**config.mk**
```make
export PLATFORM = sky130hd
export DESIGN_NAME = sul_uart
export DESIGN_NICKNAME = d
export VERILOG_FILES = /design/src/core/sul_uart.v /design/src/core/sul_fifo.v
export VERILOG_INCLUDE_DIRS = /design/src /design/src/core
export SDC_FILE = /design/constraint.sdc
export NUM_CORES = 1
export LEC_CHECK = 0
export BUFFER_PORTS_ARGS = -buffer_cell sky130_fd_sc_hd__clkbuf_2
export CORE_MARGIN = 1
export CORE_UTILIZATION = 51
export CTS_CLUSTER_SIZE = 8
export DETAILED_ROUTE_END_ITERATION = 7
export GPL_TIMING_DRIVEN = 0
export PLACE_DENSITY = 0.68
export SKIP_LAST_GASP = 1
export SLEW_MARGIN = 40
export SYNTH_ARGS = -nofsm -noshare
export SYNTH_HDL_FRONTEND = slang
export SYNTH_SLANG_ARGS = --single-unit
export TNS_END_PERCENT = 5
```
**constraint.sdc**
```tcl
create_clock -name clk_sys -period 6.5 [get_ports clk_sys]
set_input_delay 0.65 -clock clk_sys [delete_from_list [all_inputs] [get_ports clk_sys]]
set_output_delay 0.65 -clock clk_sys [all_outputs]
set_load 0.01 [all_outputs]
```
**src/core/sul_consts.vh**
```
// Constants for the serial line and modem control core
// Function
// - Format bit 7 maps slots to divisor
// - Break bit forces output to space outside loopback
// - Parity sense: odd, even, one, zero
// - Parity enable adds and checks parity
// - Stop bits one, one and a half, or two
// - Length code selects five to eight bits
// - Loopback marks output, loops shift registers
// - Loopback feeds control outputs to status
// - Loopback status changes come from outputs
// - Control bits 3, 2 drive optional outputs outside loopback
// - Control bit 1 holds RTS active outside loopback
// - Control bit 0 holds DTR active outside loopback
// - Shifter and holding empty flags
// - Break flag on long space, read clears
// - Framing error on bad stop bit
// - Parity error flag, read clears
// - Overrun flag on overwrite, read clears
// - Data ready cleared by read or zero
// - Status bits 7..4 show line levels
// - Delta flags on change, read clears
// - Ring trailing edge flag, read clears
// - Bit rate is reference over 16 times divisor; here system clock stands in for the reference
// - Low slot low byte, high slot high
`ifndef SUL_CONSTS_VH
`define SUL_CONSTS_VH
`define SUL_ADDR_DATA      8'h11
`define SUL_ADDR_IEN       8'h13
`define SUL_ADDR_FMT       8'h17
`define SUL_ADDR_MCTL      8'h19
`define SUL_ADDR_LSTAT     8'h1B
`define SUL_ADDR_MSTAT     8'h1D
`define SUL_FMT_DLAB       7
`define SUL_FMT_BRK        6
`define SUL_FMT_PEN        3
`define SUL_FMT_STB        2
`define SUL_MC_LOOP        4
`define SUL_FMT_RST        8'h03
`define SUL_DIV_RST        16'h0001
`define SUL_REF_HZ         153600
`define SUL_CLK_HZ         100000000
// Last prescaler count; kept at one clock per 16x tick so a bit cell is
// 16 clocks at divisor one, trading the exact rate for short runs
`define SUL_TICK_LAST      8'h00
`define SUL_FIFO_W         8
`define SUL_FIFO_D         4
`endif

```
**src/core/sul_uart.v**
```verilog
// Serial line core: format, modem control, line and modem status
`timescale 1ns/10ps
`default_nettype none
`include "sul_consts.vh"
module sul_uart (
  input  wire       clk_sys,
  input  wire       rst,
  input  wire [7:0] reg_addr,
  input  wire [7:0] reg_wdata,
  input  wire       register_write_op,
  input  wire       register_read_op,
  output reg  [7:0] reg_rdata,
  output wire       wr_ready,
  output wire       txd,
  input  wire       rxd,
  output wire       rts,
  output wire       dtr,
  output wire       data_rate_select_out,
  output wire       secondary_request_out,
  input  wire       cts,
  input  wire       dsr,
  input  wire       dcd,
  input  wire       ri,
  input  wire       rts_sw,
  input  wire       dtr_sw
);
  reg  [7:0]  fmt_q;
  reg  [4:0]  mctl_q;
  reg  [3:0]  ien_q;
  reg  [15:0] div_q;
  reg  [7:0]  rbuf_q;
  reg         dr_q, oe_q, pe_q, fe_q, bi_q;
  reg  [3:0]  dlt_q;
  reg  [3:0]  msprev_q;
  reg  [7:0]  pre_q;
  reg  [15:0] bdc_q;
  reg         tick16;
  wire        wr = register_write_op;
  wire        rd = register_read_op;
  wire        dlab = fmt_q[`SUL_FMT_DLAB];
  wire        loop = mctl_q[`SUL_MC_LOOP];
  wire [3:0]  dbits = {2'b00, fmt_q[1:0]} + 4'h5;
  function par_of;
    input [7:0] d;
    input [3:0] n;
    input [1:0] s;
    reg         x;
    begin
      x = ^(d & ((8'hFF >> (4'h8 - n))));
      case (s)
        2'b00: par_of = ~x;
        2'b01: par_of = x;
        2'b10: par_of = 1'b1;
        default: par_of = 1'b0;
      endcase
    end
  endfunction
  // 16x tick, one system clock per prescaler count (not the 153600 reference), then divisor
  always @(posedge clk_sys or posedge rst) begin
    if (rst) begin
      pre_q  <= 8'h00;
      bdc_q  <= 16'h0000;
      tick16 <= 1'b0;
    end else begin
      tick16 <= 1'b0;
      if (pre_q >= `SUL_TICK_LAST) begin
        pre_q <= 8'h00;
        if (bdc_q + 16'h0001 >= div_q) begin
          bdc_q  <= 16'h0000;
          tick16 <= 1'b1;
        end else begin
          bdc_q <= bdc_q + 16'h0001;
        end
      end else begin
        pre_q <= pre_q + 8'h01;
      end
    end
  end
  // Transmit path: FIFO holds written characters
  wire [7:0] tf_data;
  wire       tf_valid;
  reg        tf_take;
  wire       thr_wr = wr & ~dlab & (reg_addr == `SUL_ADDR_DATA);
  sul_fifo #(.W(`SUL_FIFO_W), .D(`SUL_FIFO_D), .AW(2)) u_txf (
    .clk_sys   (clk_sys),
    .rst       (rst),
    .in_data   (reg_wdata),
    .in_valid  (thr_wr),
    .in_ready  (wr_ready),
    .out_data  (tf_data),
    .out_valid (tf_valid),
    .out_ready (tf_take)
  );
  // Transmitter: one-hot frame states
  localparam TX_IDLE = 4'b0001, TX_SHIFT = 4'b0010, TX_PAR = 4'b0100, TX_STOP = 4'b1000;
  reg [3:0] tst_q;
  reg [7:0] tsr_q;
  reg [3:0] tcnt_q;
  reg [3:0] tsub_q;
  reg [4:0] tstop_q;
  reg       tpar_q;
  reg       tbit_q;
  always @* begin
    tf_take = (tst_q == TX_IDLE) & tf_valid & tick16;
  end
  // start, data lsb first, parity, stop framing
  always @(posedge clk_sys or posedge rst) begin
    if (rst) begin
      tst_q   <= TX_IDLE;
      tsr_q   <= 8'h00;
      tcnt_q  <= 4'h0;
      tsub_q  <= 4'h0;
      tstop_q <= 5'h00;
      tpar_q  <= 1'b0;
      tbit_q  <= 1'b1;
    end else if (tick16) begin
      tsub_q <= tsub_q + 4'h1;
      case (tst_q)
        TX_IDLE: begin
          tbit_q <= 1'b1;
          if (tf_valid) begin
            tsr_q  <= tf_data;
            tpar_q <= par_of(tf_data, dbits, fmt_q[5:4]);
            tbit_q <= 1'b0;
            tcnt_q <= 4'h0;
            // Start cell spans a full 16 ticks
            tsub_q <= 4'h0;
            tst_q  <= TX_SHIFT;
          end
        end
        TX_SHIFT: if (tsub_q == 4'hF) begin
          tbit_q <= tsr_q[0];
          tsr_q  <= {1'b0, tsr_q[7:1]};
          tcnt_q <= tcnt_q + 4'h1;
          if (tcnt_q == dbits) begin
            tbit_q <= fmt_q[`SUL_FMT_PEN] ? tpar_q : 1'b1;
            tst_q  <= fmt_q[`SUL_FMT_PEN] ? TX_PAR : TX_STOP;
            tstop_q <= ~fmt_q[`SUL_FMT_STB] ? 5'd16 : (fmt_q[1:0] == 2'b00) ? 5'd24 : 5'd31;
          end
        end
        TX_PAR: if (tsub_q == 4'hF) begin
          tbit_q <= 1'b1;
          tst_q  <= TX_STOP;
        end
        TX_STOP: begin
          tstop_q <= tstop_q - 5'd1;
          if (tstop_q == 5'd1) tst_q <= TX_IDLE;
        end
        default: tst_q <= TX_IDLE;
      endcase
    end
  end
  // shifter empty when idle, holding empty when FIFO drained
  wire tsr_empty = (tst_q == TX_IDLE);
  wire thr_empty = ~tf_valid;
  // break forces space outside loopback; loopback marks the pin; idle mark
  assign txd = loop ? 1'b1 : (fmt_q[`SUL_FMT_BRK] ? 1'b0 : tbit_q);
  // receiver input from transmitter in loopback
  wire rx_in = loop ? tbit_q : rxd;
  // Receiver with mid-bit sampling
  localparam RX_IDLE = 3'b001, RX_DATA = 3'b010, RX_STOP = 3'b100;
  reg [2:0] rst_q;
  reg [3:0] rsub_q;
  reg [3:0] rcnt_q;
  reg [8:0] rsr_q;
  reg [8:0] spc_q;
  wire [3:0] rlen = dbits + {3'b000, fmt_q[`SUL_FMT_PEN]};
  reg        rx_done, rx_fe, rx_pe, rx_brk;
  reg  [7:0] rx_char;
  always @(posedge clk_sys or posedge rst) begin
    if (rst) begin
      rst_q   <= RX_IDLE;
      rsub_q  <= 4'h0;
      rcnt_q  <= 4'h0;
      rsr_q   <= 9'h000;
      spc_q   <= 9'h000;
      rx_done <= 1'b0;
      rx_fe   <= 1'b0;
      rx_pe   <= 1'b0;
      rx_brk  <= 1'b0;
      rx_char <= 8'h00;
    end else begin
      rx_done <= 1'b0;
      rx_brk  <= 1'b0;
      if (tick16) begin
        // count space ticks beyond a full frame
        spc_q <= rx_in ? 9'h000 : (spc_q == 9'h1FF ? spc_q : spc_q + 9'h001);
        if (~rx_in && spc_q == {1'b0, rlen, 4'h0} + 9'h030) rx_brk <= 1'b1;
        case (rst_q)
          RX_IDLE: if (~rx_in) begin
            rsub_q <= rsub_q + 4'h1;
            if (rsub_q == 4'h7) begin
              rsub_q <= 4'h0;
              rcnt_q <= 4'h0;
              rst_q  <= RX_DATA;
            end
          end else begin
            rsub_q <= 4'h0;
          end
          RX_DATA: begin
            rsub_q <= rsub_q + 4'h1;
            if (rsub_q == 4'hF) begin
              rsr_q  <= {rx_in, rsr_q[8:1]};
              rcnt_q <= rcnt_q + 4'h1;
              if (rcnt_q + 4'h1 == rlen) rst_q <= RX_STOP;
            end
          end
          RX_STOP: begin
            rsub_q <= rsub_q + 4'h1;
            if (rsub_q == 4'hF) begin
              rsub_q  <= 4'h0;
              rst_q   <= RX_IDLE;
              rx_done <= 1'b1;
              rx_fe   <= ~rx_in;
              rx_char <= fmt_q[`SUL_FMT_PEN] ? rsr_q[7:0] >> (4'h9 - rlen) : rsr_q[8:1] >> (4'h8 - rlen);
              rx_pe   <= fmt_q[`SUL_FMT_PEN] &
                         (rsr_q[8] != par_of(rsr_q[7:0] >> (4'h9 - rlen), dbits, fmt_q[5:4]));
            end
          end
          default: rst_q <= RX_IDLE;
        endcase
      end
    end
  end
  // loopback maps control outputs onto status inputs
  wire rts_i = mctl_q[1] | rts_sw;
  wire dtr_i = mctl_q[0] | dtr_sw;
  wire [3:0] ms_now = loop ? {mctl_q[3], mctl_q[2], rts_i, dtr_i} : {dcd, ri, dsr, cts};
  // optional outputs; held active by control bits outside loopback, forced inactive in loopback
  assign data_rate_select_out  = ~loop & mctl_q[3];
  assign secondary_request_out = ~loop & mctl_q[2];
  assign rts                   = ~loop & rts_i;
  assign dtr                   = ~loop & dtr_i;
  wire lsr_rd = rd & (reg_addr == `SUL_ADDR_LSTAT);
  wire msr_rd = rd & (reg_addr == `SUL_ADDR_MSTAT);
  wire rbr_rd = rd & ~dlab & (reg_addr == `SUL_ADDR_DATA);
  // change detect uses looped value in loopback
  wire [3:0] chg = ms_now ^ msprev_q;
  // Register writes and status flags; set wins over clear
  always @(posedge clk_sys or posedge rst) begin
    if (rst) begin
      fmt_q    <= `SUL_FMT_RST;
      mctl_q   <= 5'h00;
      ien_q    <= 4'h0;
      div_q    <= `SUL_DIV_RST;
      rbuf_q   <= 8'h00;
      dr_q     <= 1'b0;
      oe_q     <= 1'b0;
      pe_q     <= 1'b0;
      fe_q     <= 1'b0;
      bi_q     <= 1'b0;
      dlt_q    <= 4'h0;
      msprev_q <= 4'h0;
    end else begin
      msprev_q <= ms_now;
      if (wr) begin
        case (reg_addr)
          // divisor bytes behind the data and enable slots
          `SUL_ADDR_DATA: if (dlab) div_q[7:0] <= reg_wdata;
          `SUL_ADDR_IEN: if (dlab) div_q[15:8] <= reg_wdata;
                         else ien_q <= reg_wdata[3:0];
          `SUL_ADDR_FMT: fmt_q <= reg_wdata;
          `SUL_ADDR_MCTL: mctl_q <= reg_wdata[4:0];
          default: ;
        endcase
      end
      // line flags clear on line status read
      if (lsr_rd) begin
        oe_q <= 1'b0;
        pe_q <= 1'b0;
        fe_q <= 1'b0;
        bi_q <= 1'b0;
      end
      // clear by buffer read or writing zero
      if (rbr_rd || (wr && reg_addr == `SUL_ADDR_LSTAT && !reg_wdata[0])) dr_q <= 1'b0;
      if (rx_brk) bi_q <= 1'b1;
      if (rx_done) begin
        rbuf_q <= rx_char;
        dr_q   <= 1'b1;
        if (dr_q & ~rbr_rd) oe_q <= 1'b1;
        if (rx_pe) pe_q <= 1'b1;
        if (rx_fe) fe_q <= 1'b1;
      end
      // delta flags, read clears, new change wins
      dlt_q <= (msr_rd ? 4'h0 : dlt_q) |
               {chg[3], chg[2] & msprev_q[2], chg[1], chg[0]};
    end
  end
  // Read mux registered; live levels in upper nibble
  always @(posedge clk_sys or posedge rst) begin
    if (rst) begin
      reg_rdata <= 8'h00;
    end else if (rd) begin
      case (reg_addr)
        `SUL_ADDR_DATA: reg_rdata <= dlab ? div_q[7:0] : rbuf_q;
        `SUL_ADDR_IEN: reg_rdata <= dlab ? div_q[15:8] : {4'h0, ien_q};
        `SUL_ADDR_FMT: reg_rdata <= fmt_q;
        `SUL_ADDR_MCTL: reg_rdata <= {3'b000, mctl_q};
        `SUL_ADDR_LSTAT: reg_rdata <= {1'b0, tsr_empty & thr_empty, thr_empty,
                                       bi_q, fe_q, pe_q, oe_q, dr_q};
        `SUL_ADDR_MSTAT: reg_rdata <= {ms_now, dlt_q};
        default: reg_rdata <= 8'h00;
      endcase
    end
  end
endmodule
`default_nettype wire

```
**src/core/sul_fifo.v**
```verilog
// Small synchronous FIFO for transmit characters
`timescale 1ns/10ps
`default_nettype none
module sul_fifo #(
  parameter W = 8,
  parameter D = 4,
  parameter AW = 2
) (
  input  wire         clk_sys,
  input  wire         rst,
  input  wire [W-1:0] in_data,
  input  wire         in_valid,
  output wire         in_ready,
  output wire [W-1:0] out_data,
  output wire         out_valid,
  input  wire         out_ready
);
  reg [W-1:0]  mem_q [0:D-1];
  reg [AW-1:0] wr_q;
  reg [AW-1:0] rd_q;
  reg [AW:0]   cnt_q;
  wire         push;
  wire         pop;
  assign in_ready  = (cnt_q != D);
  assign out_valid = (cnt_q != 0);
  assign out_data  = mem_q[rd_q];
  assign push      = in_valid & in_ready;
  assign pop       = out_valid & out_ready;
  // Pointers wrap naturally since depth is a power of two
  always @(posedge clk_sys or posedge rst) begin
    if (rst) begin
      wr_q  <= {AW{1'b0}};
      rd_q  <= {AW{1'b0}};
      cnt_q <= {(AW+1){1'b0}};
    end else begin
      if (push) wr_q <= wr_q + 1'b1;
      if (pop) rd_q <= rd_q + 1'b1;
      if (push & ~pop) cnt_q <= cnt_q + 1'b1;
      else if (pop & ~push) cnt_q <= cnt_q - 1'b1;
    end
  end
  // Storage has no reset; valid count guards it
  always @(posedge clk_sys) begin
    if (push) mem_q[wr_q] <= in_data;
  end
endmodule
`default_nettype wire

```
After elaboration in Yosys (flattened, before gate mapping)
Memory sizes are Yosys's and may differ from the RTL's.
Index checks and enable logic that the tools add are counted.
- equality and inequality tests: 36
- shift-type cells: 3
- bitwise operators: 35
- multiplexer cells: 82
- $add $sub $neg: 18
- reduce and logical (&&, ||, !) cells: 34
- order comparisons: 2
- operators with widths (operator ; count):
    $mux W4 ; 19
    $eq A8 B5 Y1 const B ; 6
    $mux W8 ; 6
    $pmux W8 S6 ; 1
    $mux W1 ; 33
    $mux W3 ; 8
    $ne A2 B2 Y1 const B ; 11
    $and A1 B1 Y1 ; 20
    $mux W9 ; 2
    $reduce_and A3 Y1 ; 6
    $add A16 B1 Y16 const B ; 1
    $add A4 B1 Y4 const B ; 4
    $and A8 B8 Y8 ; 2
    $ge A16 B16 Y1 ; 1
    $mux W16 ; 1
    $pmux W4 S2 ; 2
    $pmux W4 S4 ; 1
    $pmux W8 S2 ; 1
    $reduce_xor A8 Y1 ; 2
    $shr A8 B4 Y8 ; 2
    $eq A4 B4 Y1 const B ; 3
    $pmux W4 S3 ; 1
    $reduce_and A4 Y1 ; 3
    $reduce_and A6 Y1 ; 2
    other kinds (42) ; 72
- memories: 1
- memory bits (writable): 32
- register bits: 162
- output and inout port bits: 14
- memory list (memory ; depth ; bits a word ; rd ports ; clocked after Yosys merged registers in ; write ports ; line ; RTL):
    u_txf.mem_q ; 4 ; 8 ; 1 ; 0 ; 1 ; sul_fifo.v:18 ; reg [W-1:0] mem_q [0:D-1];

Longest topological paths before layout
Gate-level depths: netlist (run 1).
- depth after elaboration: 13
- gate-level depth with buffers: 16

Hierarchy
From an unflattened synthesis (run 1), not the netlist that was laid out.
- cell total of the unflattened synthesis: 954
- area total of the unflattened synthesis: 9990.8 um2
- modules (own cells, without submodules) (module ; instances ; cells an instance ; area an instance (um2) ; sequential area each (um2)):
    sul_uart ; 1 ; 876 ; 8395.6 ; 3686.0
    sul_fifo ; 1 ; 78 ; 1595.3 ; 1136.1

Least setup slack after synthesis (run 1)
OpenSTA, ideal clock, no wires.
- kind: register -> register
- start: register fmt_q[0]
- end: register rx_pe
- stages on the path, launching flop included: 14
- path buffers: 2
- data required time: 6377 ps
- path slack: 2793 ps
- library setup time: 123 ps
- arrival time: 3585 ps
- clock period less this slack: 3707 ps
- cells stage by stage: dfstp_2 > inv_1 > fa_1 > buf_4 > clkinv_1 > ha_1 > clkbuf_1 > or3_1 > a211o_1 > o32a_1 > xnor2_1 > mux2_2 > xnor2_1 > o21ai_1
- longest elaborated chain between the ends: 13
- ends and longest elaborated chain (element ; line ; RTL):
    start: declaration ; sul_uart.v:27 ; reg [7:0] fmt_q;
    start signal: assignment ; sul_uart.v:242 ; fmt_q <= `SUL_FMT_RST;
    start signal: assignment ; sul_uart.v:262 ; `SUL_ADDR_FMT: fmt_q <= reg_wdata;
    $add A2 B3 Y4 * ; sul_uart.v:42 ; wire [3:0] dbits = {2'b00, fmt_q[1:0]} + 4'h5;
    $add A4 B1 Y4 ; sul_uart.v:167 ; wire [3:0] rlen = dbits + {3'b000, fmt_q[`SUL_FMT_PEN]};
    $sub A4 B4 Y4 ; sul_uart.v:217 ; (rsr_q[8] != par_of(rsr_q[7:0] >> (4'h9 - rlen), dbits, fmt_q[5:4]));
    $shr A8 B4 Y8 ; sul_uart.v:217 ;
    $and A8 B8 Y8 * ; sul_uart.v:49 ; x = ^(d & ((8'hFF >> (4'h8 - n))));
    $reduce_xor A8 Y1 * ; sul_uart.v:49 ;
    $not A1 Y1 ; sul_uart.v:51 ; 2'b00: par_of = ~x;
    $pmux W1 S3 * ; sul_uart.v:50 ; case (s)
    $mux W1 * ; sul_uart.v:210 ; if (rsub_q == 4'hF) begin
    $mux W1 * ; sul_uart.v:189 ; case (rst_q)
    $mux W1 * ; sul_uart.v:185 ; if (tick16) begin
    $ne A1 B1 Y1 * ; sul_uart.v:217 ;
    $and A1 B1 Y1 * ; sul_uart.v:216 ; rx_pe <= fmt_q[`SUL_FMT_PEN] &
    end signal: assignment ; sul_uart.v:216 ;
    end: declaration ; sul_uart.v:168 ; reg rx_done, rx_fe, rx_pe, rx_brk;
Every way passes the cells marked *; elsewhere a longest branch is shown, timed or not. The select of a mux whose other input is x is not followed.
A chain may end at the register's enable or synchronous reset.

Worst setup path after layout (run 1)
Ends and elaborated chain as after synthesis.

==> reports/results.tsv, run 1 <==
metric	value	unit
drt-pass1-iter-count	7	
rsz0062_at_grt	no	
synthArstFlopShare	82.8	%
post_cts_buffers	0	
p_leak	4.98	nW
grt_use_total	24.7	%
finalPower	2.44	mW
cts_resized	0	
io_buffers	39	
netlist_area	9860	um^2
setup_viol	0	
synth_fp_nets	1024	
endpoint_kind	register	
synth_cells	959	
synth-edff-count	32	
max_clock_freq	231	MHz
cts_tree	built	
vdd_drop_max	182	uV
grt-ovfl-total	0	
arrival	4660	ps
clock_sink_count	186	
initial_core_util	52.4	%
place_ws	2250	ps
drc	0	
die_w	141	um
core_area	18800	um^2
ff2ff_path_depth	14	
min_period	4330	ps
vias	7318	
htreeDepth	4	
synth_cell_type_count	63	
place_congestion	0.929	
startpoint_type	register	
rrSetupSlack	2170	ps
grt_max_degree	57	
wirelength	23.3	mm
maxSlewViolCount	0	
cts_buffers	17	
dieArea	19900	um^2
fin_ws	2170	ps
drv_cap	0	
holdCritPathClass	in2async	
grt_pass1_wl	37.8	mm
cts.reportedPaths.clkPinSlew	80	ps
drt_iter0_drc	480	
fin_crit_sh	66.7	%
synth.area.top_cells	dfrtp_1 38%, edfxtp_1 9.7%, nand2_1 5.3%, ha_1 4.6%, mux2_2 4.3%	
reg2reg_from	fmt_q[0]$_DFFE_PP1P_	
critical_path_class	reg2reg	
antenna_found_initial	0	
status	completed	
synth_top_area_share	37.6	%
antenna_left	0	
finClkSkew	11.4	ps
critPathMaxFanout	10	
root_buffer	clkbuf_16	
p_per_area	221	nW/um^2
hold_buffers	0	
synth_flop_cell	dfrtp_1	
syn_to_final_growth	12.0	%
required	6830	ps
ys_warn_count	0	
synth_top_area_cell	dfrtp_1	
layout-drive-gt1-share	13.7	%
nets	1084	
diodes	0	
dp_hpwl	16.8	mm
finalHoldViolCount	0	
timing.rr.end	rx_pe$_DFFE_PP0P_	
synth_area_per_cell	10.3	um^2
clk_latency	440	ps
wl_per_cell	18.1	um
yosys_register_bits	186	
n_fill_cell	1615	
worstMarginPinSlew	831	ps
vias_per_cell	5.66	
die_y	141	um
grt_pass1_vias	7162	
clockBufferDepth	2	
num_rows	50	
pin_count	41	
slew_headroom	44.1	%
seq_area_frac_synth	48.9	%
[critical path: stages, from the launching register on]
cell and delay (ps):
dfstp_2 660, inv_1 150, fa_1 640, buf_4 200, clkinv_1 210, ha_1 360, clkbuf_1 280, clkbuf_1 370
o21ai_0 160, a22o_1 230, xnor2_1 170, xnor2_1 150, mux2_2 360, xnor2_1 190, o21ai_1 90
[cell type report]
| type | count | area, um^2 | share of cell area [%] |
|---|---|---|---|
| multi-input combinational | 697 | 4740 | 42.9 |
| timing repair buffer | 41 | 250 | 2.27 |
| clock inverter | 14 | 150 | 1.36 |
| inverter | 40 | 158 | 1.43 |
| buffer | 36 | 156 | 1.42 |
| sequential | 186 | 4820 | 43.7 |
| clock buffer | 18 | 439 | 3.98 |
| tap | 260 | 325 | 2.95 |
[cell usage in the layout, fill, tap and decap left out, types with 11 or more instances in the layout]
| cell | count |
|---|---|
| inv_1 | 38 |
| nand2_1 | 138 |
| a21o_1 | 17 |
| nand3_1 | 20 |
| nor2_1 | 63 |
| mux2_2 | 38 |
| mux4_2 | 12 |
| clkbuf_1 | 26 |
| nand4_1 | 11 |
| ha_1 | 36 |
| xnor2_1 | 31 |
| o21ai_0 | 75 |
| mux2i_1 | 26 |
| a21boi_0 | 19 |
| edfxtp_1 | 32 |
| nor3_1 | 12 |
| a21oi_1 | 39 |
| dfrtp_1 | 148 |
| clkbuf_2 | 39 |
| clkbuf_16 | 17 |
| xor2_1 | 22 |
| nand2b_1 | 14 |
[synth_stat cells (3+ instances only)]
cell	n
dfrtp_1	148
nand2_1	138
o21ai_0	75
nor2_1	63
a21oi_1	39
inv_1	39
mux2_2	38
ha_1	36
edfxtp_1	32
xnor2_1	31
clkbuf_1	26
mux2i_1	26
xor2_1	22
nand3_1	20
a21boi_0	19
a21o_1	17
nand2b_1	14
nor3_1	13
mux4_2	12
nand4_1	11
a22o_1	10
and2_1	10
and3_1	10
nor2b_1	10
a31oi_1	9
nand3b_1	9
a221oi_1	8
dfstp_2	6
buf_1	5
o22ai_1	5
a211oi_1	4
nor3b_1	4
or3_1	4
a22oi_1	3
a32oi_1	3
and4_1	3
nor4b_1	3
[kinds of logic after synthesis]
kind of cell	count (synthesis)	share of synthesized area, %
adder cells (fa/ha/maj)	38	4.97
multiplexers	77	9.87
XOR/XNOR	53	4.71
AND/OR/NAND/NOR	320	15.2
buffers and inverters	76	3.11
flip-flops	186	48.9
AO/OA/AOI/OAI	209	13.2
[metrics by stage]
step / instance area, um^2 / utilization, % / instances / hold WS (ps) / TNS [ps]
floorplan: 9860 / - / 959 / 404 / 0
global placement: 10400 / 55.1 / 1258 / 453 / -13080
detailed placement: 10500 / 55.5 / 1260 / 456 / 0
CTS: 11000 / 58.6 / 1292 / 196 / 0
global route: 11000 / 58.6 / 1292 / 217 / 0
finish: 11000 / 58.6 / 1292 / 183 / 0
[sequential cells by signal (all words and copies together), names as in the netlist, 3 cells and up]
signal       cells
u_txf.mem_q     32
bdc_q           16
div_q           16
rsr_q            9
spc_q            9
fmt_q            8
rbuf_q           8
reg_rdata        8
rx_char          8
tsr_q            8
mctl_q           5
tstop_q          5
dlt_q            4
ien_q            4
msprev_q         4
rcnt_q           4
rsub_q           4
tcnt_q           4
tst_q            4
tsub_q           4
rst_q            3
u_txf.cnt_q      3
[layer usage]
layer	up-vias	wire, um	global-route usage [%]
li1	3523	-	-
met1	3605	10600	33.0
met2	162	11200	41.1
met3	28	1030	4.62
met4	0	437	7.44
met5	-	0	0
[power breakdown]
group,switching [mW],internal [mW]
clock network,0.518,0.524
registers,0.0117,1.20
logic,0.117,0.0727
[worst max path at each step]
stage | start | to
floorplan | rst | bdc_q[0]$_DFF_PP0_
global placement | rst | tsr_q[3]$_DFFE_PP0P_
detailed placement | fmt_q[0]$_DFFE_PP1P_ | rx_pe$_DFFE_PP0P_
CTS | fmt_q[0]$_DFFE_PP1P_ | rx_pe$_DFFE_PP0P_
global route | fmt_q[0]$_DFFE_PP1P_ | rx_pe$_DFFE_PP0P_
finish | fmt_q[0]$_DFFE_PP1P_ | rx_pe$_DFFE_PP0P_
(Power assumes the default switching activity.)
==> run 2, diff against run 1 <==
--- a/config.mk
+++ b/config.mk
@@ -12,7 +12,7 @@
 export CTS_CLUSTER_SIZE = 8
 export DETAILED_ROUTE_END_ITERATION = 7
 export GPL_TIMING_DRIVEN = 0
-export PLACE_DENSITY = 0.68
+export PLACE_DENSITY = 0.71
 export SKIP_LAST_GASP = 1
 export SLEW_MARGIN = 40
 export SYNTH_ARGS = -nofsm -noshare
==> constraint.sdc (replaced) <==
create_clock -name clk_sys -period 3.86 [get_ports clk_sys]
set_input_delay 0.386 -clock clk_sys [delete_from_list [all_inputs] [get_ports clk_sys]]
set_output_delay 0.386 -clock clk_sys [all_outputs]
set_load 0.01 [all_outputs]
==> reports/results.tsv, run 2 (synthesis results as in run 1) <==
metric	value	unit
status	completed	
clockBufferDepth	2	
required	4180	ps
finClkSkew	10.6	ps
grt_pass1_wl	38.4	mm
setup-tns-final	0	ps
pin_count	41	
vdd_drop_max	317	uV
grt-ovfl-total	0	
drv_cap	0	
critical_path_class	reg2reg	
finalPower	4.21	mW
setup_viol	0	
wl_per_cell	18.0	um
startpoint_type	register	
grt_pass1_vias	7351	
n_fill_cell	1543	
clock_sink_count	186	
dieArea	19900	um^2
final_common_cell	dfrtp_1	
die_y	141	um
wirelength	23.3	mm
initial_core_util	52.4	%
ff2ff_path_depth	14	
p_leak	5.06	nW
io_buffers	39	
syn_to_final_growth	13.8	%
dp_hpwl	17.0	mm
antenna_found_initial	0	
grt_use_total	24.9	%
rsz0062_at_grt	no	
multiInputGateArea	4760	um^2
cp-endpoint	rx_pe$_DFFE_PP0P_	
grt_max_degree	27	
fin_crit_sh	95.3	%
finalHoldViolCount	0	
layout-drive-gt1-share	14.5	%
timing.rr.end	rx_pe$_DFFE_PP0P_	
min_period	3680	ps
holdCritPathClass	in2reg	
htreeDepth	4	
p_per_area	375	nW/um^2
arrival	4000	ps
rrSetupSlack	180	ps
die_w	141	um
cts.reportedPaths.clkPinSlew	70	ps
top_regs	u_txf.mem_q: 32 flops, bdc_q: 16 flops, div_q: 16 flops	
worstMarginPinSlew	732	ps
vias	7532	
seqCellArea	4820	um^2
diodes	0	
drt_iter0_drc	528	
antenna_left	0	
nets	1090	
place_congestion	0.930	
cp-startpoint	fmt_q[0]$_DFFE_PP1P_	
reg2reg_from	fmt_q[0]$_DFFE_PP1P_	
clk_latency	440	ps
endpoint_kind	register	
dpl.cell_count	1265	
final_cell_mix	148 x dfrtp_1, 138 x nand2_1, 75 x o21ai_0, 63 x nor2_1, 40 x clkbuf_2	
root_buffer	clkbuf_16	
vias_per_cell	5.80	
cts_tree	built	
critPathMaxFanout	10	
cts_buffers	17	
finalInstanceArea	11200	um^2
final_cells	1298	
drt-pass1-iter-count	5	
maxSlewViolCount	0	
max_clock_freq	272	MHz
top_register	u_txf.mem_q	
dpl_cell_area	10600	um^2
num_rows	50	
slew_headroom	49.9	%
largest_reg_flops	32	
core_area	18800	um^2
drc	0	
==> run 2: cell count changes in the layout (fill, tap and decap cells not counted), sizes merged <==
cell / change
buf: +6
clkinv: -6
clkbuf: +2
clkinvlp: +1
bufinv: +3
inv: -1
dlygate4sd3: +1
==> run 2: critical path, cell delays in order, from the launching register on <==
cell     delay (ps)
dfstp_2         570
inv_2            70
ha_1            190
inv_1            70
fa_2            470
buf_6           170
inv_4           100
ha_4            240
or3_1           380
a211o_1         330
o32a_1          180
xnor2_1         150
mux2_2          350
xnor2_1         180
o21ai_1          90
==> run 2: what timing repair did <==
action,in CTS,in global routing
gates resized for setup,4,6
setup buffers,1,0
hold endpoints to repair,14,0
endpoints found under the setup margin,1,1
pin swaps,0,1
hold buffers,1,0
==> run 2: worst min-delay path by stage <==
stage,to,depth (start not counted),from,slack [ps]
3_5_place_dp,spc_q[8]$_DFFE_PP0P_,2,rst,410
6_report,u_txf.mem_q[0][6]$_DFFE_PP_,1,reg_wdata[6],250
3_3_place_gp,bi_q$_DFFE_PP0P_,1,rx_brk$_DFF_PP0_,420
2_1_floorplan,bi_q$_DFFE_PP0P_,1,rx_brk$_DFF_PP0_,400
4_1_cts,u_txf.mem_q[0][6]$_DFFE_PP_,1,reg_wdata[6],240
5_1_grt,u_txf.mem_q[0][6]$_DFFE_PP_,1,reg_wdata[6],260
==> run 2: power breakdown <==
group / internal (mW) / switching [mW] / leakage (nW)
logic: 0.142 / 0.206 / 2.56
clock network: 1.04 / 0.786 / 0.292
registers: 2.02 / 0.0190 / 2.20
total: 3.20 / 1.01 / 5.06
==> run 2: final cells by class <==
type                            count  share of cell area [%]
Inverter                           40                    1.39
Tap cell                          260                    2.90
Clock buffer                       21                    3.93
Buffer                             35                    1.41
Timing Repair Buffer               48                    3.48
Sequential cell                   186                    43.0
Multi-Input combinational cell    697                    42.5
Clock inverter                     11                    1.43
==> run 2: layer usage <==
layer / wire length [um] / up-vias / track usage, %
li1: - / 3555 / -
met1: 10400 / 3703 / 34.5
met2: 11000 / 223 / 39.3
met3: 1240 / 51 / 4.01
met4: 675 / 0 / 10.4
met5: 0 / - / 0
==> run 2: metrics by stage <==
stage / util (%) / worst slack, ps / hold WS, ps
after floorplan: - / 153 / 404
after global placement: 55.1 / -324 / 419
after detailed placement: 56.1 / -365 / 405
after CTS: 59.4 / 34.1 / 236
after global routing: 59.6 / 44.4 / 258
final: 59.6 / 180 / 248
==> run 3, diff against run 2 <==
--- a/config.mk
+++ b/config.mk
@@ -6,13 +6,14 @@
 export SDC_FILE = /design/constraint.sdc
 export NUM_CORES = 1
 export LEC_CHECK = 0
+export ABC_AREA = 1
 export BUFFER_PORTS_ARGS = -buffer_cell sky130_fd_sc_hd__clkbuf_2
 export CORE_MARGIN = 1
 export CORE_UTILIZATION = 51
 export CTS_CLUSTER_SIZE = 8
 export DETAILED_ROUTE_END_ITERATION = 7
 export GPL_TIMING_DRIVEN = 0
-export PLACE_DENSITY = 0.71
+export PLACE_DENSITY = 0.7
 export SKIP_LAST_GASP = 1
 export SLEW_MARGIN = 40
 export SYNTH_ARGS = -nofsm -noshare
==> reports/results.tsv, run 3 <==
metric	value	unit
clock_sink_count	186	
holdCritPathClass	in2reg	
synthArstFlopShare	82.8	%
drc	0	
syn_to_final_growth	13.3	%
synth_fp_nets	1273	
largest_reg_flops	32	
ys_warn_count	0	
vias	8286	
nets	1343	
antenna_left	0	
grt_pass1_wl	38.9	mm
cts.reportedPaths.clkPinSlew	70	ps
p_comb_share	34.4	%
timing.rr.end	rx_pe$_DFFE_PP0P_	
grt-ovfl-total	0	
switchingPower	2.43	mW
startpoint_type	register	
fin_ws	420	ps
dieArea	20300	um^2
status	completed	
clockBufferDepth	2	
hold_path_startpoint	reg_wdata[3]	
synth_area_per_cell	8.33	um^2
netlist_area	10100	um^2
synth.area.top_cells	dfrtp_1 37%, nand2_1 10%, edfxtp_1 9.6%, inv_1 6.0%, o21ai_0 5.1%	
place_congestion	0.903	
clk_latency	440	ps
io_buffers	40	
top_register	u_txf.mem_q	
synth_top_area_share	36.8	%
setup-tns-final	0	ps
finalHoldViolCount	0	
synth_commonest_cells	274 x nand2_1, 162 x inv_1, 148 x dfrtp_1, 103 x o21ai_0, 95 x nor2_1	
seq_area_frac_synth	47.9	%
arrival	3760	ps
diodes	0	
critical_path_class	reg2reg	
antenna_found_initial	0	
fin_hold_ws	185	ps
wirelength	23.8	mm
yosys_register_bits	186	
initial_core_util	51.9	%
die_y	142	um
synth_flop_cell	dfrtp_1	
drt-pass1-iter-count	5	
p_per_area	569	nW/um^2
min_to	u_txf.mem_q[0][3]$_DFFE_PP_	
pin_count	41	
setup_viol	0	
root_buffer	clkbuf_16	
p_seq_share	38.5	%
cts_tree	built	
maxSlewViolCount	0	
dp_hpwl	18.0	mm
vdd_drop_max	427	uV
rsz0062_at_grt	no	
ff2ff_path_depth	20	
endpoint_kind	register	
required	4180	ps
place_ws	39.3	ps
rrSetupSlack	420	ps
fin_crit_sh	89.1	%
cts_buffers	17	
finClkSkew	11.2	ps
slew_headroom	45.9	%
final_cell_mix	274 x nand2_1, 161 x inv_1, 148 x dfrtp_1, 103 x o21ai_0, 94 x nor2_1	
worstMarginPinSlew	809	ps
grt_max_degree	27	
synth_cells	1208	
synth_most_common_cell	nand2_1	
num_rows	51	
wl_per_cell	15.3	um
critPathMaxFanout	10	
drv_cap	0	
switching_share	37.4	%
vias_per_cell	5.33	
n_fill_cell	1748	
reg2reg_from	fmt_q[0]$_DFFE_PP1P_	
layout-drive-gt1-share	12.3	%
hold_depth	1	
p_leak	5.31	nW
die_w	142	um
synth_cell_type_count	63	
htreeDepth	4	
min_period	3440	ps
finalPower	6.49	mW
top_regs	u_txf.mem_q: 32 flops, bdc_q: 16 flops, div_q: 16 flops	
max_clock_freq	291	MHz
grt_pass1_vias	7811	
grt_use_total	24.8	%
core_area	19400	um^2
drt_iter0_drc	622	
synth-edff-count	32	
final_common_cell	nand2_1	
clkPwrFrac	27.1	%
synth_top_area_cell	dfrtp_1	
p_int	4.06	mW
==> run 3: cell types whose count changed after synthesis, sizes merged, moves of 38 or more <==
cell | previous run | this run
inv | 39 | 177
nand3 | 20 | 79
nor2 | 63 | 105
mux2 | 39 | 1
o21ai | 77 | 116
nand2 | 138 | 282
==> run 3: area by class of cell <==
| cell class | instances | area, um^2 | share of cell area, % |
|---|---|---|---|
| plain buffers | 25 | 148 | 1.30 |
| clock buffers | 21 | 473 | 4.15 |
| clock inverters | 11 | 110 | 0.966 |
| inverters | 181 | 686 | 6.02 |
| multi-input cells | 816 | 4420 | 38.8 |
| flip-flops and latches | 186 | 4820 | 42.3 |
| well taps | 265 | 332 | 2.91 |
| repair buffers | 51 | 403 | 3.54 |
==> run 3: routing by layer <==
metal / routed length [um] / vias to the layer above / share of wire, % / track usage, %
li1: - / 4109 / - / -
met1: 11000 / 3931 / 46 / 34.5
met2: 11000 / 215 / 46 / 39.5
met3: 1250 / 31 / 5.3 / 4.27
met4: 439 / 0 / 1.8 / 7.36
met5: 0 / - / 0 / 0
==> run 3: critical path, stage by stage (launching register included) <==
cell     delay, ps
dfstp_2        600
inv_1          170
ha_1           240
inv_1           60
fa_1           490
inv_2          210
ha_1           310
nor2_2         290
inv_2           60
o21ai_0         90
nand2_1        130
inv_2           80
nand2_1         50
nand2_1         50
nand3_1        100
nand3_1        110
nand3_1         80
nand2_1         60
nand2_1         40
nand2_1         50
nand2_1         50
==> run 3: worst max path at each step <==
stage	from	endpoint	depth (start not counted)
after floorplan	bdc_q[0]$_DFF_PP0_	bdc_q[14]$_DFF_PP0_	17
after global placement	bdc_q[0]$_DFF_PP0_	bdc_q[14]$_DFF_PP0_	17
after detailed placement	bdc_q[0]$_DFF_PP0_	bdc_q[14]$_DFF_PP0_	17
after CTS	bdc_q[0]$_DFF_PP0_	bdc_q[14]$_DFF_PP0_	17
after global routing	fmt_q[0]$_DFFE_PP1P_	rx_pe$_DFFE_PP0P_	20
final	fmt_q[0]$_DFFE_PP1P_	rx_pe$_DFFE_PP0P_	20
==> run 3: timing repair <==
| item | CTS | global route |
|---|---|---|
| resized for setup | 0 | 1 |
| setup endpoints to repair | 0 | 12 |
| hold buffers | 1 | 0 |
| setup buffers | 0 | 3 |
| hold endpoints to repair | 6 | 0 |
==> run 3: through the flow <==
stage	std cells	area (um^2)	util, %
6_report	1556	11400	58.7
5_1_grt	1556	11400	58.7
4_1_cts	1553	11400	58.6
3_5_place_dp	1520	10800	55.5
3_3_place_gp	1513	10600	54.6
2_1_floorplan	1208	10100	-
==> run 3: cells by family after synthesis <==
logic type / after synthesis / share of synthesized area, %
fa+ha+maj: 38 / 4.88
compound gates: 202 / 11.6
buf+inv: 206 / 8.25
simple gates: 531 / 23.1
mux: 7 / 0.709
xor+xnor: 38 / 3.46
flops: 186 / 47.9
==> run 3: power by group through the flow <==
stage	clock [mW]	sequential, mW	combinational [mW]
after global routing	1.85	2.53	2.52
after global placement	0	2.52	2.09
final	1.76	2.50	2.23
after detailed placement	0	2.53	2.17
after CTS	1.77	2.50	2.19
after floorplan	0	2.48	1.67
